<file path="src/oag_pkg.sv">
/*
  Constants and types for the operand address generator.
  Assumes a 16-bit datapath and 3-bit register numbers.
*/
package oag_pkg;
  // One-hot sequencer states
  typedef enum logic [6:0] {
    ST_IDLE      = 7'h01,
    ST_PC_LOAD   = 7'h02,
    ST_MEM_WAIT  = 7'h04,
    ST_SPEC      = 7'h08,
    ST_INDEX_ADD = 7'h10,
    ST_SETTLE    = 7'h20,
    ST_DONE      = 7'h40
  } state_t;
  // Addressing modes of the specifier
  localparam logic [2:0] MODE_REG = 3'h0;
  localparam logic [2:0] MODE_REG_DEF = 3'h1;
  localparam logic [2:0] MODE_INC = 3'h2;
  localparam logic [2:0] MODE_INC_DEF = 3'h3;
  localparam logic [2:0] MODE_DEC = 3'h4;
  localparam logic [2:0] MODE_DEC_DEF = 3'h5;
  localparam logic [2:0] MODE_IDX = 3'h6;
  localparam logic [2:0] MODE_IDX_DEF = 3'h7;
  // Special registers
  localparam logic [2:0] REG_SP = 3'h6;
  localparam logic [2:0] REG_PC = 3'h7;
  // Pointer steps
  localparam logic [15:0] WORD_STEP = 16'h0002;
  localparam logic [15:0] BYTE_STEP = 16'h0001;
  // Purpose of a memory read
  localparam logic [1:0] PURP_INSTR = 2'h0;
  localparam logic [1:0] PURP_INDEX = 2'h1;
  localparam logic [1:0] PURP_PTR = 2'h2;
  // Field positions in the instruction word
  localparam int SRC_LSB = 6;
  localparam int DST_LSB = 0;
  localparam int SPEC_W = 6;
  localparam int REG_LSB = 0;
  localparam int MODE_LSB = 3;
  localparam int DEFER_BIT = 3;
endpackage

</file>
<file path="src/operand_address_generator.sv">
/*
  Operand address generator: fetches the instruction word, then walks the
  source and destination specifiers, fetching index words and pointers and
  stepping registers, and reports the effective addresses.
  Assumes a register file with a combinational read port and a write port
  that takes effect at the clock edge ending the write cycle, and a memory
  port that answers a held request with a one-cycle acknowledge.
*/

module operand_address_generator (
  input wire logic ref_clk,
  input wire logic nrst,
  input wire logic start,
  input wire logic byte_op,
  input wire logic double_op,
  output logic busy,
  output logic done,
  output logic [15:0] instr_word,
  output logic mem_req,
  output logic [15:0] mem_addr,
  input wire logic mem_ack,
  input wire logic [15:0] mem_rdata,
  output logic [2:0] reg_rd_sel,
  input wire logic [15:0] reg_rd_data,
  output logic reg_wr_en,
  output logic [2:0] reg_wr_sel,
  output logic [15:0] reg_wr_data,
  output logic [15:0] src_addr,
  output logic src_is_reg,
  output logic [15:0] dst_addr,
  output logic dst_is_reg
);
  import oag_pkg::*;

  typedef struct packed {
    state_t state;
    state_t ret;
    logic [1:0] purpose;
    logic on_src;
    logic byte_op;
    logic [15:0] instr;
    logic [15:0] index;
    logic [15:0] mem_addr;
    logic wr_en;
    logic [2:0] wr_sel;
    logic [15:0] wr_data;
    logic [15:0] src_addr;
    logic src_is_reg;
    logic [15:0] dst_addr;
    logic dst_is_reg;
  } ctrl_t;

  ctrl_t st;
  ctrl_t next_st;
  logic [5:0] spec;
  logic [2:0] spec_mode;
  logic [2:0] spec_reg;
  logic [15:0] step;

  ////////////////////////////////////////////////////////////////////////////
  // Specifier decode

  assign spec = st.on_src ? st.instr[SRC_LSB +: SPEC_W] : st.instr[DST_LSB +: SPEC_W];
  assign spec_mode = spec[MODE_LSB +: 3];
  assign spec_reg = spec[REG_LSB +: 3];

  assign step = (st.byte_op && spec_reg < REG_SP) ? BYTE_STEP : WORD_STEP;

  ////////////////////////////////////////////////////////////////////////////
  // Next-state logic

  always_comb begin
    logic fin;
    logic [15:0] fin_addr;
    logic fin_reg;
    logic do_wr;
    logic [2:0] wr_sel;
    logic [15:0] wr_val;
    state_t go;
    fin = 1'b0;
    fin_addr = 16'h0000;
    fin_reg = 1'b0;
    do_wr = 1'b0;
    wr_sel = spec_reg;
    wr_val = 16'h0000;
    go = st.state;
    next_st = st;
    next_st.wr_en = 1'b0;
    case (st.state)
      ST_IDLE: begin
        if (start) begin
          next_st.purpose = PURP_INSTR;
          next_st.on_src = 1'b0;
          go = ST_PC_LOAD;
        end
      end
      ST_PC_LOAD: begin
        // Counter value becomes the fetch address
        next_st.mem_addr = reg_rd_data;
        go = ST_MEM_WAIT;
      end
      ST_MEM_WAIT: begin
        if (mem_ack) begin
          case (st.purpose)
            PURP_INSTR: begin
              next_st.instr = mem_rdata;
              do_wr = 1'b1;
              wr_sel = REG_PC;
              wr_val = st.mem_addr + WORD_STEP;
              go = ST_SPEC;
            end
            PURP_INDEX: begin
              next_st.index = mem_rdata;
              do_wr = 1'b1;
              wr_sel = REG_PC;
              wr_val = st.mem_addr + WORD_STEP;
              go = ST_INDEX_ADD;
            end
            default: begin
              // Pointer word is the operand address
              fin = 1'b1;
              fin_addr = mem_rdata;
            end
          endcase
        end
      end
      ST_SETTLE: begin
        go = st.ret;
        if (st.purpose == PURP_INSTR) begin
          // Decoder answers on the fetched instruction
          next_st.on_src = double_op;
          next_st.byte_op = byte_op;
          next_st.purpose = PURP_PTR;
        end
      end
      ST_SPEC: begin
        case (spec_mode)
          MODE_REG: begin
            fin = 1'b1;
            fin_reg = 1'b1;
            fin_addr = {13'h0000, spec_reg};
          end
          MODE_REG_DEF: begin
            fin = 1'b1;
            fin_addr = reg_rd_data;
          end
          MODE_INC: begin
            // counter as pointer gives immediate word
            fin = 1'b1;
            fin_addr = reg_rd_data;
            do_wr = 1'b1;
            wr_val = reg_rd_data + step;
          end
          MODE_INC_DEF: begin
            // step by two, then pointer fetch at old value
            next_st.mem_addr = reg_rd_data;
            next_st.purpose = PURP_PTR;
            do_wr = 1'b1;
            wr_val = reg_rd_data + WORD_STEP;
            go = ST_MEM_WAIT;
          end
          MODE_DEC: begin
            fin = 1'b1;
            fin_addr = reg_rd_data - step;
            do_wr = 1'b1;
            wr_val = reg_rd_data - step;
          end
          MODE_DEC_DEF: begin
            // decrement by two then pointer fetch
            next_st.mem_addr = reg_rd_data - WORD_STEP;
            next_st.purpose = PURP_PTR;
            do_wr = 1'b1;
            wr_val = reg_rd_data - WORD_STEP;
            go = ST_MEM_WAIT;
          end
          default: begin
            next_st.purpose = PURP_INDEX;
            go = ST_PC_LOAD;
          end
        endcase
      end
      ST_INDEX_ADD: begin
        if (spec_mode == MODE_IDX) begin
          fin = 1'b1;
          fin_addr = reg_rd_data + st.index;
        end else begin
          next_st.mem_addr = reg_rd_data + st.index;
          next_st.purpose = PURP_PTR;
          go = ST_MEM_WAIT;
        end
      end
      ST_DONE: begin
        go = ST_IDLE;
      end
      default: begin
        go = ST_IDLE;
      end
    endcase
    // Record a finished specifier and move on
    if (fin) begin
      if (st.on_src) begin
        next_st.src_addr = fin_addr;
        next_st.src_is_reg = fin_reg;
        next_st.on_src = 1'b0;
        go = ST_SPEC;
      end else begin
        next_st.dst_addr = fin_addr;
        next_st.dst_is_reg = fin_reg;
        go = ST_DONE;
      end
    end
    // Register writes pass through one settle cycle
    if (do_wr) begin
      next_st.wr_en = 1'b1;
      next_st.wr_sel = wr_sel;
      next_st.wr_data = wr_val;
      next_st.ret = go;
      next_st.state = ST_SETTLE;
    end else begin
      next_st.state = go;
    end
  end

  ////////////////////////////////////////////////////////////////////////////
  // State register

  always_ff @(posedge ref_clk) begin
    if (!nrst) begin
      st <= '0;
      st.state <= ST_IDLE;
      st.ret <= ST_IDLE;
    end else begin
      st <= next_st;
    end
  end

  ////////////////////////////////////////////////////////////////////////////
  // Outputs

  assign busy = (st.state != ST_IDLE);
  assign done = (st.state == ST_DONE);
  assign mem_req = (st.state == ST_MEM_WAIT);
  assign mem_addr = st.mem_addr;
  assign reg_rd_sel = (st.state == ST_PC_LOAD) ? REG_PC : spec_reg;
  assign instr_word = st.instr;
  assign reg_wr_en = st.wr_en;
  assign reg_wr_sel = st.wr_sel;
  assign reg_wr_data = st.wr_data;
  assign src_addr = st.src_addr;
  assign src_is_reg = st.src_is_reg;
  assign dst_addr = st.dst_addr;
  assign dst_is_reg = st.dst_is_reg;

  ////////////////////////////////////////////////////////////////////////////
  // Checks

  logic in_spec;
  assign in_spec = (st.state == ST_SPEC);
endmodule

</file>
<file path="config.mk">
export PLATFORM = sky130hd
export DESIGN_NAME = operand_address_generator
export DESIGN_NICKNAME = d
export VERILOG_FILES = /design/src/oag_pkg.sv /design/src/operand_address_generator.sv
export SDC_FILE = /design/constraint.sdc
export NUM_CORES = 1
export LEC_CHECK = 0
export BUFFER_PORTS_ARGS = -buffer_cell sky130_fd_sc_hd__buf_2
export CAP_MARGIN = 20
export CELL_PAD_IN_SITES_DETAIL_PLACEMENT = 1
export CELL_PAD_IN_SITES_GLOBAL_PLACEMENT = 1
export CORE_MARGIN = 4
export CORE_UTILIZATION = 46
export DETAILED_ROUTE_END_ITERATION = 10
export PLACE_DENSITY = 0.91
export SLEW_MARGIN = 25
export SYNTH_ARGS = -nofsm -noshare
export SYNTH_HDL_FRONTEND = slang
export SYNTH_SLANG_ARGS = --single-unit
</file>
<file path="constraint.sdc">
create_clock -name ref_clk -period 9.5 [get_ports ref_clk]
set_input_delay 0.475 -clock ref_clk [delete_from_list [all_inputs] [get_ports ref_clk]]
set_output_delay 0.475 -clock ref_clk [all_outputs]
set_load 0.05 [all_outputs]
</file>
After elaboration in Yosys (flattened, before gate mapping)
Cells that the tools add are included.

word-level totals
  bits in registers = 120
  bits of input ports = 38
  output and inout bits = 92
  logic and storage cells = 110

operators by class
  add/subtract/negate cells = 6
  $lt $le $gt $ge = 1
  equal/unequal tests = 20
  muxes and demuxes = 47
  bitwise logic cells = 2
  reduce and logical (&&, ||, !) cells = 18

operators with widths
  cell                                                                   count
  16-bit case mux with 3 select lines                                    3
  16-bit 2-to-1 mux                                                      6
  16-bit case mux with 2 select lines                                    2
  16-bit case mux with 4 select lines                                    1
  7-bit case mux with 6 select lines                                     1
  7-bit 2-to-1 mux                                                       5
  16-bit by 2-bit adder with 16-bit output (second input constant)       2
  7-bit case mux with 2 select lines                                     2
  20-bit 2-to-1 mux                                                      1
  16-bit adder                                                           1
  16-bit by 2-bit adder with 16-bit output                               1
  16-bit by 2-bit subtractor with 16-bit output                          1
  16-bit by 2-bit subtractor with 16-bit output (second input constant)  1
  3-bit 2-to-1 mux                                                       5
  6-bit 2-to-1 mux                                                       2
  1-bit 2-to-1 mux                                                       11
  3-bit == test (second input constant)                                  3
  3-bit AND reduction                                                    3
  2-bit != test (second input constant)                                  4
  2-bit case mux with 4 select lines                                     1
  2-bit OR reduction                                                     4
  4-bit OR reduction                                                     2
  7-bit by 1-bit == test with 1-bit output (second input constant)       1
  7-bit by 2-bit == test with 1-bit output (second input constant)       1
  24 further kinds                                                       30

Depth between registers and ports, before layout
Gate-level depths: netlist of run 1.

  depth in word-level cells = 8
  depth in mapped cells = 16
  depth with buffers taken out = 13

Worst setup path after synthesis of run 1
No wires, ideal clock.

  path kind = flip-flop to flip-flop
  from = register st[103] in the netlist's numbering
  to = register st, in the netlist dst_addr[10]
  arrival time = 3.531 ns
  data required time = 9.363 ns
  path slack = 5.831 ns
  cell stages (with the launch flop) = 16
  clock period less this slack = 3.669 ns
  path through = dfxtp_1 > buf_4 > buf_2 > buf_1 > mux2i_1 > o21ai_0 > inv_1 > ha_1 > fa_1 > nor3b_1 > nand3_1 > a21o_1 > nand2_1 > o31ai_1 > a222oi_1 > a211oi_2

on the way
  word-level cells in the longest chain between the ends = 7
  elaborated cells between the ends (all ways) = 20

RTL lines
  what                                           RTL line                          RTL
  from (decl)                                    operand_address_generator.sv:53   ctrl_t st;
  from (signal assigned)                         operand_address_generator.sv:233  st <= next_st;
  6-bit 2-to-1 mux                               operand_address_generator.sv:63   assign spec = st.on_src ? st.instr[SRC_LSB +: SPEC_W] : st.instr[DST_LSB +: SPEC_W];
  3-bit less-than comparator                     operand_address_generator.sv:67   assign step = (st.byte_op && spec_reg < REG_SP) ? BYTE_STEP : WORD_STEP;
  1-bit logical AND                              operand_address_generator.sv:67
  2-bit 2-to-1 mux                               operand_address_generator.sv:67
  16-bit by 2-bit subtractor with 16-bit output  operand_address_generator.sv:164  fin_addr = reg_rd_data - step;
  16-bit case mux with 3 select lines            operand_address_generator.sv:137  case (spec_mode)
  16-bit case mux with 3 select lines            operand_address_generator.sv:89   case (st.state)

Parallel ways exist; a longest one is shown, timed or not.
A chain may end at the register's enable or synchronous reset.

Final worst setup path of run 1
Ends and elaborated chain as after synthesis.

==> flow_summary.yaml, run 1 <==
route:
  vias_per_cell: 6.72
  drt_iter0_drc: 1089
  routed_wl_mm: 36.4
  via_count: 9451
  drcViolationCount: 0
  drt-wirelength-per-cell_um: 25.8
  dr.pass1.iters: 8
  drtAntennaViolNets: 0
logic_synthesis:
  synth_edf_count: 0
  ys_types: 84
  ys_seq_area_frac: 0.275
  async_flop_share: 0
  synth-compound-area-share: 0.287
  yosysWarnings: 0
  synth_cells: 1173
  ys.flop_type: "dfxtp_1"
  synth_area_per_cell_um2: 7.45
  synth_xor_area_frac: 0.0411
  synthMuxAreaShare: 0.0168
  synthSimpleGateAreaFrac: 0.212
  yosys_register_bits: 120
  synth_area_um2: 8740
  synth_nets: 1238
  synth_fa_ha_area_frac: 0.0425
  synth_top_family_by_area: "compound AO/OA/AOI/OAI gates"
timing:
  setup_viol: 0
  period_share: 0.469
  timing_hold_violations_final: 0
  skew_ns: 0.0157
  final.setup.tns_ns: 0
  timing.hold.ws_ns: 0.311
  max_freq_mhz: 224
  finalCriticalPeriod_ns: 4.45
  worst_pin_slew_ns: 1.07
  slew_headroom: 0.285
  slew_violations: 0
  rsz0062_at_grt: "no"
clocking:
  holdBufCountCts: 0
  ctsResizeCount: 0
  root_buffer: "clkbuf_16"
  postCtsSetupBuffers: 0
  clk_latency_ns: 0.44
  clk_path_buf_depth: 2
  cts_tree: "built"
  cts_inserted_buffers: 17
  h-tree-depth: 4
  cts_sinks: 120
  path_clk_slew_ns: 0.07
layout:
  postLayoutCellArea_um2: 9300
  syn_to_final_growth_pct: 6.46
  largest_reg_flops: 34
  drive_gt1_frac: 0.173
  largest_register: "st"
  final_nets: 1225
  fin_util: 0.497
  antenna_cells: 0
floorplanning:
  design.core.area_um2: 18700
  die_h_um: 146
  io_pins: 130
  fp.dieW_um: 146
  initial_core_util: 0.467
  die_area_um2: 21300
  rows: 50
global_routing:
  grt_pass1_wl_mm: 55.0
  grt_overflow: 0
  grt_pass1_vias: 9167
  antenna_found_initial: 0
  track_usage: 0.328
  grt_max_degree: 69
hold_path:
  hold_depth: 3
  hold_path.class: "primary input to register"
place:
  io_buffer_count: 129
  dpl-instance-area_um2: 8720
  dp_hpwl_mm: 26.0
  gp_congestion: 1.00
flow_run:
  maxCapViolations: 0
worst_setup_path:
  slowest_delay_ns: 1.01
  cp_num_cells: 12
  arrival_ns: 4.74
  cp_max_fo: 27
  cp_num_buf_inv: 1
  critPathCaptureType: "register"
  worstSetupStartpointType: "register"
  ff2ff_path_depth: 12
  critical_path_class: "register to register"
  cp_top_family: "compound AO/OA/AOI/OAI gates"
  crit_chain: "mux2i_1 -> o21ai_0 -> inv_1 -> ha_1 -> fa_1 -> nor3b_1 -> nand3_1 -> a21o_1 -> nand2_1 -> o31ai_1 -> a222oi_1 -> a211oi_2"
  cp_slowest_cell: "dfxtp_1"
  worstPathRequired_ns: 9.78
pwr:
  cellPowerDensity_nw_per_um2: 149
  peakVddDrop_uv: 130
  p_leak_nw: 3.63
run_status:
  status: "completed"
==> synth_stat cells, drive strengths merged, types with 6 or more instances <==
library cell / count / area, um2
a211oi: 12 / 100
a21o: 6 / 45.0
a21oi: 144 / 724
a221oi: 11 / 96.3
a22oi: 19 / 143
a31oi: 16 / 100
and2: 12 / 80.1
and3: 9 / 56.3
buf: 115 / 825
clkbuf: 57 / 214
dfxtp: 120 / 2400
ha: 24 / 300
inv: 16 / 60.1
mux2i: 12 / 124
nand2: 134 / 503
nand2b: 9 / 56.3
nand3: 37 / 185
nand4: 11 / 68.8
nor2: 90 / 358
nor3: 22 / 120
nor4: 8 / 56.3
o211ai: 7 / 52.6
o21ai: 99 / 495
o221ai: 14 / 123
o22ai: 12 / 75.1
o31ai: 6 / 45.0
or2: 6 / 37.5
or3: 8 / 60.1
xnor2: 28 / 245
xor2: 13 / 114
==> stage by stage <==
step                setup WS (ns)  total power (W)  instances
global placement             5.43         0.000723       1375
floorplan                    5.83         0.000674       1173
detailed placement           5.20         0.000727       1375
global route                 4.84          0.00142       1407
finish                       5.05          0.00138       1407
CTS                          5.10          0.00137       1407
==> per-layer routing <==
layer | track usage | share of wire
met1 | 0.436 | 0.41
met2 | 0.501 | 0.44
met3 | 0.0797 | 0.11
met4 | 0.152 | 0.049
met5 | 0 | 0
==> power by group <==
| part | switching [W] | internal, W | total (W) |
|---|---|---|---|
| Sequential | 0.0000169 | 0.000513 | 0.000530 |
| Clock | 0.000309 | 0.000349 | 0.000658 |
| Combinational | 0.000141 | 0.0000532 | 0.000194 |
==> logic make-up (layout without fill, tap and decap cells) <==
| logic type | after synthesis | count (layout) |
|---|---|---|
| and+or+nand+nor | 378 | 378 |
| buffers and inverters | 190 | 190 |
| xor gates and xnor gates | 41 | 41 |
| muxes | 14 | 14 |
| adders and majority gates | 28 | 28 |
| AOI/OAI and AO/OA | 402 | 402 |
| DFF | 120 | 120 |
==> worst min-delay path: cells and delay by family <==
| kind | cells | cell delay (ns) |
|---|---|---|
| buffers and inverters | 1 | 0.08 |
| AND/OR/NAND/NOR | 1 | 0.08 |
| multiplexers | 1 | 0.06 |
==> path summary, 6_finish.rpt <==
| kind | start | endpoint | slack (ns) |
|---|---|---|---|
| worst min register to register | st[111] | st[111] | 0.43 |
| worst max register to register | st[103] | dst_addr[10] | 5.05 |
| worst min-delay path | byte_op | st[102] | 0.31 |
| worst max-delay path | st[103] | dst_addr[10] | 5.05 |
==> layout make-up <==
cell class              count  area (um2)
repair buffers            140         728
fillers                  2389        9400
flip-flops and latches    120        2400
clock inverters            15         153
well taps                 234         293
multi-input cells         863        5230
clock buffers              17         425
inverters                  18        67.6
==> layout by cell type (no fill, tap or decap), drive strengths merged, types with 19 or more instances in the layout <==
master and count:
o21ai 99, xnor2 28, nor2 90, nand2 134, a21oi 144, inv 26
dfxtp 120, nor3 22, buf 140, nand3 37, ha 24, a22oi 19
Power figures use the tool's default switching activity.
==> run 2, diff against run 1 <==
--- a/config.mk
+++ b/config.mk
@@ -5,14 +5,15 @@
 export SDC_FILE = /design/constraint.sdc
 export NUM_CORES = 1
 export LEC_CHECK = 0
+export ABC_AREA = 1
 export BUFFER_PORTS_ARGS = -buffer_cell sky130_fd_sc_hd__buf_2
 export CAP_MARGIN = 20
 export CELL_PAD_IN_SITES_DETAIL_PLACEMENT = 1
 export CELL_PAD_IN_SITES_GLOBAL_PLACEMENT = 1
 export CORE_MARGIN = 4
-export CORE_UTILIZATION = 46
+export CORE_UTILIZATION = 41
 export DETAILED_ROUTE_END_ITERATION = 10
-export PLACE_DENSITY = 0.91
+export PLACE_DENSITY = 0.86
 export SLEW_MARGIN = 25
 export SYNTH_ARGS = -nofsm -noshare
 export SYNTH_HDL_FRONTEND = slang
==> constraint.sdc (replaced) <==
create_clock -name ref_clk -period 4.1 [get_ports ref_clk]
set_input_delay 0.205 -clock ref_clk [delete_from_list [all_inputs] [get_ports ref_clk]]
set_output_delay 0.205 -clock ref_clk [all_outputs]
set_load 0.05 [all_outputs]
==> flow_summary.yaml, run 2 <==
worst_setup_path:
  critPathCaptureType: "register"
  worstPathRequired_ns: 4.43
  cp_slowest_cell: "dfxtp_1"
  critical_path_class: "register to register"
  ff2ff_path_depth: 15
  arrival_ns: 3.98
  cp_top_family: "simple AND/OR/NAND/NOR gates"
  rr_startpoint: "st[103]"
  cp_max_fo: 15
  cp_num_buf_inv: 2
  cp_num_cells: 15
  r2r_setup_slack_ns: 0.44
  worstSetupStartpointType: "register"
  critPathLaunch: "st[103]"
  cp-endpoint: "reg_wr_data[12]"
  slowest_delay_ns: 0.66
  r2r_end: "reg_wr_data[12]"
  crit_chain: "nand2_1 -> o21ai_0 -> o21ai_0 -> inv_1 -> ha_1 -> inv_1 -> fa_1 -> nor2_1 -> nand4_1 -> nand3_1 -> nand2_1 -> o21ai_0 -> nand2_1 -> nand2_2 -> nand2_2"
logic_synthesis:
  synthTopCellsByArea: "dfxtp_1 26%, nand2_1 18%, nand3_1 8.0%"
  netlist.top_cell.by_area: "dfxtp_1"
  synth_cells: 1547
  ys_types: 47
  synth_top_area_frac: 0.257
  synth_edf_count: 0
  synth_area_per_cell_um2: 6.05
  synth_nets: 1612
  async_flop_share: 0
  synth_area_um2: 9360
  yosys_register_bits: 120
  post-synth-top-count-cell: "nand2_1"
  synth_common_cells: "458 x nand2_1, 186 x nor2_1, 152 x inv_1"
  ys_seq_area_frac: 0.257
  ys.flop_type: "dfxtp_1"
  yosysWarnings: 0
hold_path:
  hold_path.class: "primary input to register"
  hold_depth: 3
route:
  via_count: 10300
  routed_wl_mm: 37.2
  drt-wirelength-per-cell_um: 19.9
  dr.pass1.iters: 5
  drt_iter0_drc: 911
  vias_per_cell: 5.54
  drcViolationCount: 0
  drtAntennaViolNets: 0
flow_run:
  maxCapViolations: 0
clocking:
  clk_path_buf_depth: 2
  cts_sinks: 120
  path_clk_slew_ns: 0.06
  h-tree-depth: 4
  cts_inserted_buffers: 17
  cts_tree: "built"
  clk_latency_ns: 0.43
  holdBufCountCts: 0
  postCtsSetupBuffers: 0
  root_buffer: "clkbuf_16"
  ctsResizeCount: 0
pwr:
  power_w: 0.00318
  cellPowerDensity_nw_per_um2: 315
  peakVddDrop_uv: 249
  p_leak_nw: 5.15
global_routing:
  antenna_found_initial: 0
  grt_pass1_wl_mm: 58.1
  grt_pass1_vias: 10300
  grt_max_degree: 56
  grt_overflow: 0
  track_usage: 0.286
layout:
  largest_reg_flops: 34
  largest_register: "st"
  final_cell_mix: "458 x nand2_1, 186 x nor2_1, 152 x inv_1, 149 x nand3_1, 129 x buf_2"
  postLayoutCellArea_um2: 10100
  layout_commonest_cell: "nand2_1"
  drive_gt1_frac: 0.149
  instances_no_fill: 1864
  antenna_cells: 0
  syn_to_final_growth_pct: 7.77
  final_nets: 1631
floorplanning:
  die_area_um2: 25300
  initial_core_util: 0.415
  design.core.area_um2: 22600
  io_pins: 130
  die_h_um: 159
  rows: 55
  fp.dieW_um: 159
timing:
  skew_ns: 0.00996
  setup_viol: 0
  period_share: 0.892
  worst_pin_slew_ns: 0.920
  slew_headroom: 0.386
  max_freq_mhz: 273
  timing_hold_violations_final: 0
  finalCriticalPeriod_ns: 3.66
  rsz0062_at_grt: "no"
  final.setup.tns_ns: 0
  slew_violations: 0
place:
  dp.cells: 1832
  gp_congestion: 0.990
  dp_hpwl_mm: 27.8
  dpl-instance-area_um2: 9470
  io_buffer_count: 129
run_status:
  status: "completed"
## run 2: worst reg2reg max path: stages (launching register included)
cell and delay, ns:
dfxtp_1 0.66, nand2_1 0.10, o21ai_0 0.19, o21ai_0 0.30, inv_1 0.26, ha_1 0.24
inv_1 0.06, fa_1 0.42, nor2_1 0.42, nand4_1 0.15, nand3_1 0.14, nand2_1 0.06
o21ai_0 0.33, nand2_1 0.12, nand2_2 0.08, nand2_2 0.04
## run 2: cell families after synthesis
kind of cell / after synthesis / share of synthesized area
AOI/OAI and AO/OA: 203 / 0.114
xor gates and xnor gates: 9 / 0.00842
adders and majority gates: 27 / 0.0385
buffers and inverters: 301 / 0.168
DFF: 120 / 0.257
and+or+nand+nor: 887 / 0.414
## run 2: power breakdown
part,internal [W],total (W),switching (W)
Combinational,0.0000877,0.000370,0.000282
Sequential,0.00118,0.00120,0.0000210
Clock,0.000980,0.00161,0.000627
## run 2: final cells by class
cell class              instances  area [um2]
clock buffers                  19         443
clock inverters                13         170
fillers                      3155       12500
inverters                     164         628
multi-input cells            1126        5380
flip-flops and latches        120        2400
well taps                     285         357
repair buffers                137         706
## run 2: worst min path at each step
stage,start,end,slack (ns)
floorplan,mem_rdata[15],st[85],0.34
global placement,src_addr[13],src_addr[13],0.43
detailed placement,st[111],st[111],0.43
CTS,byte_op,st[102],0.02
global route,byte_op,st[102],0.03
finish,byte_op,st[102],0.01
## run 2: stage by stage
stage               setup WS [ns]  hold WS (ns)   util
finish                      0.443        0.0126  0.447
global route               0.0851        0.0346  0.447
CTS                         0.452        0.0164  0.447
detailed placement          0.459         0.431  0.420
global placement            0.645         0.427  0.420
floorplan                    1.22         0.340      -
## run 2: per-layer routing
layer	share of wire	GRT usage	wire [um]
met1	0.43	0.382	16200
met5	0	0	0
met2	0.46	0.465	17000
met4	0.029	0.0951	1070
met3	0.079	0.0559	2940
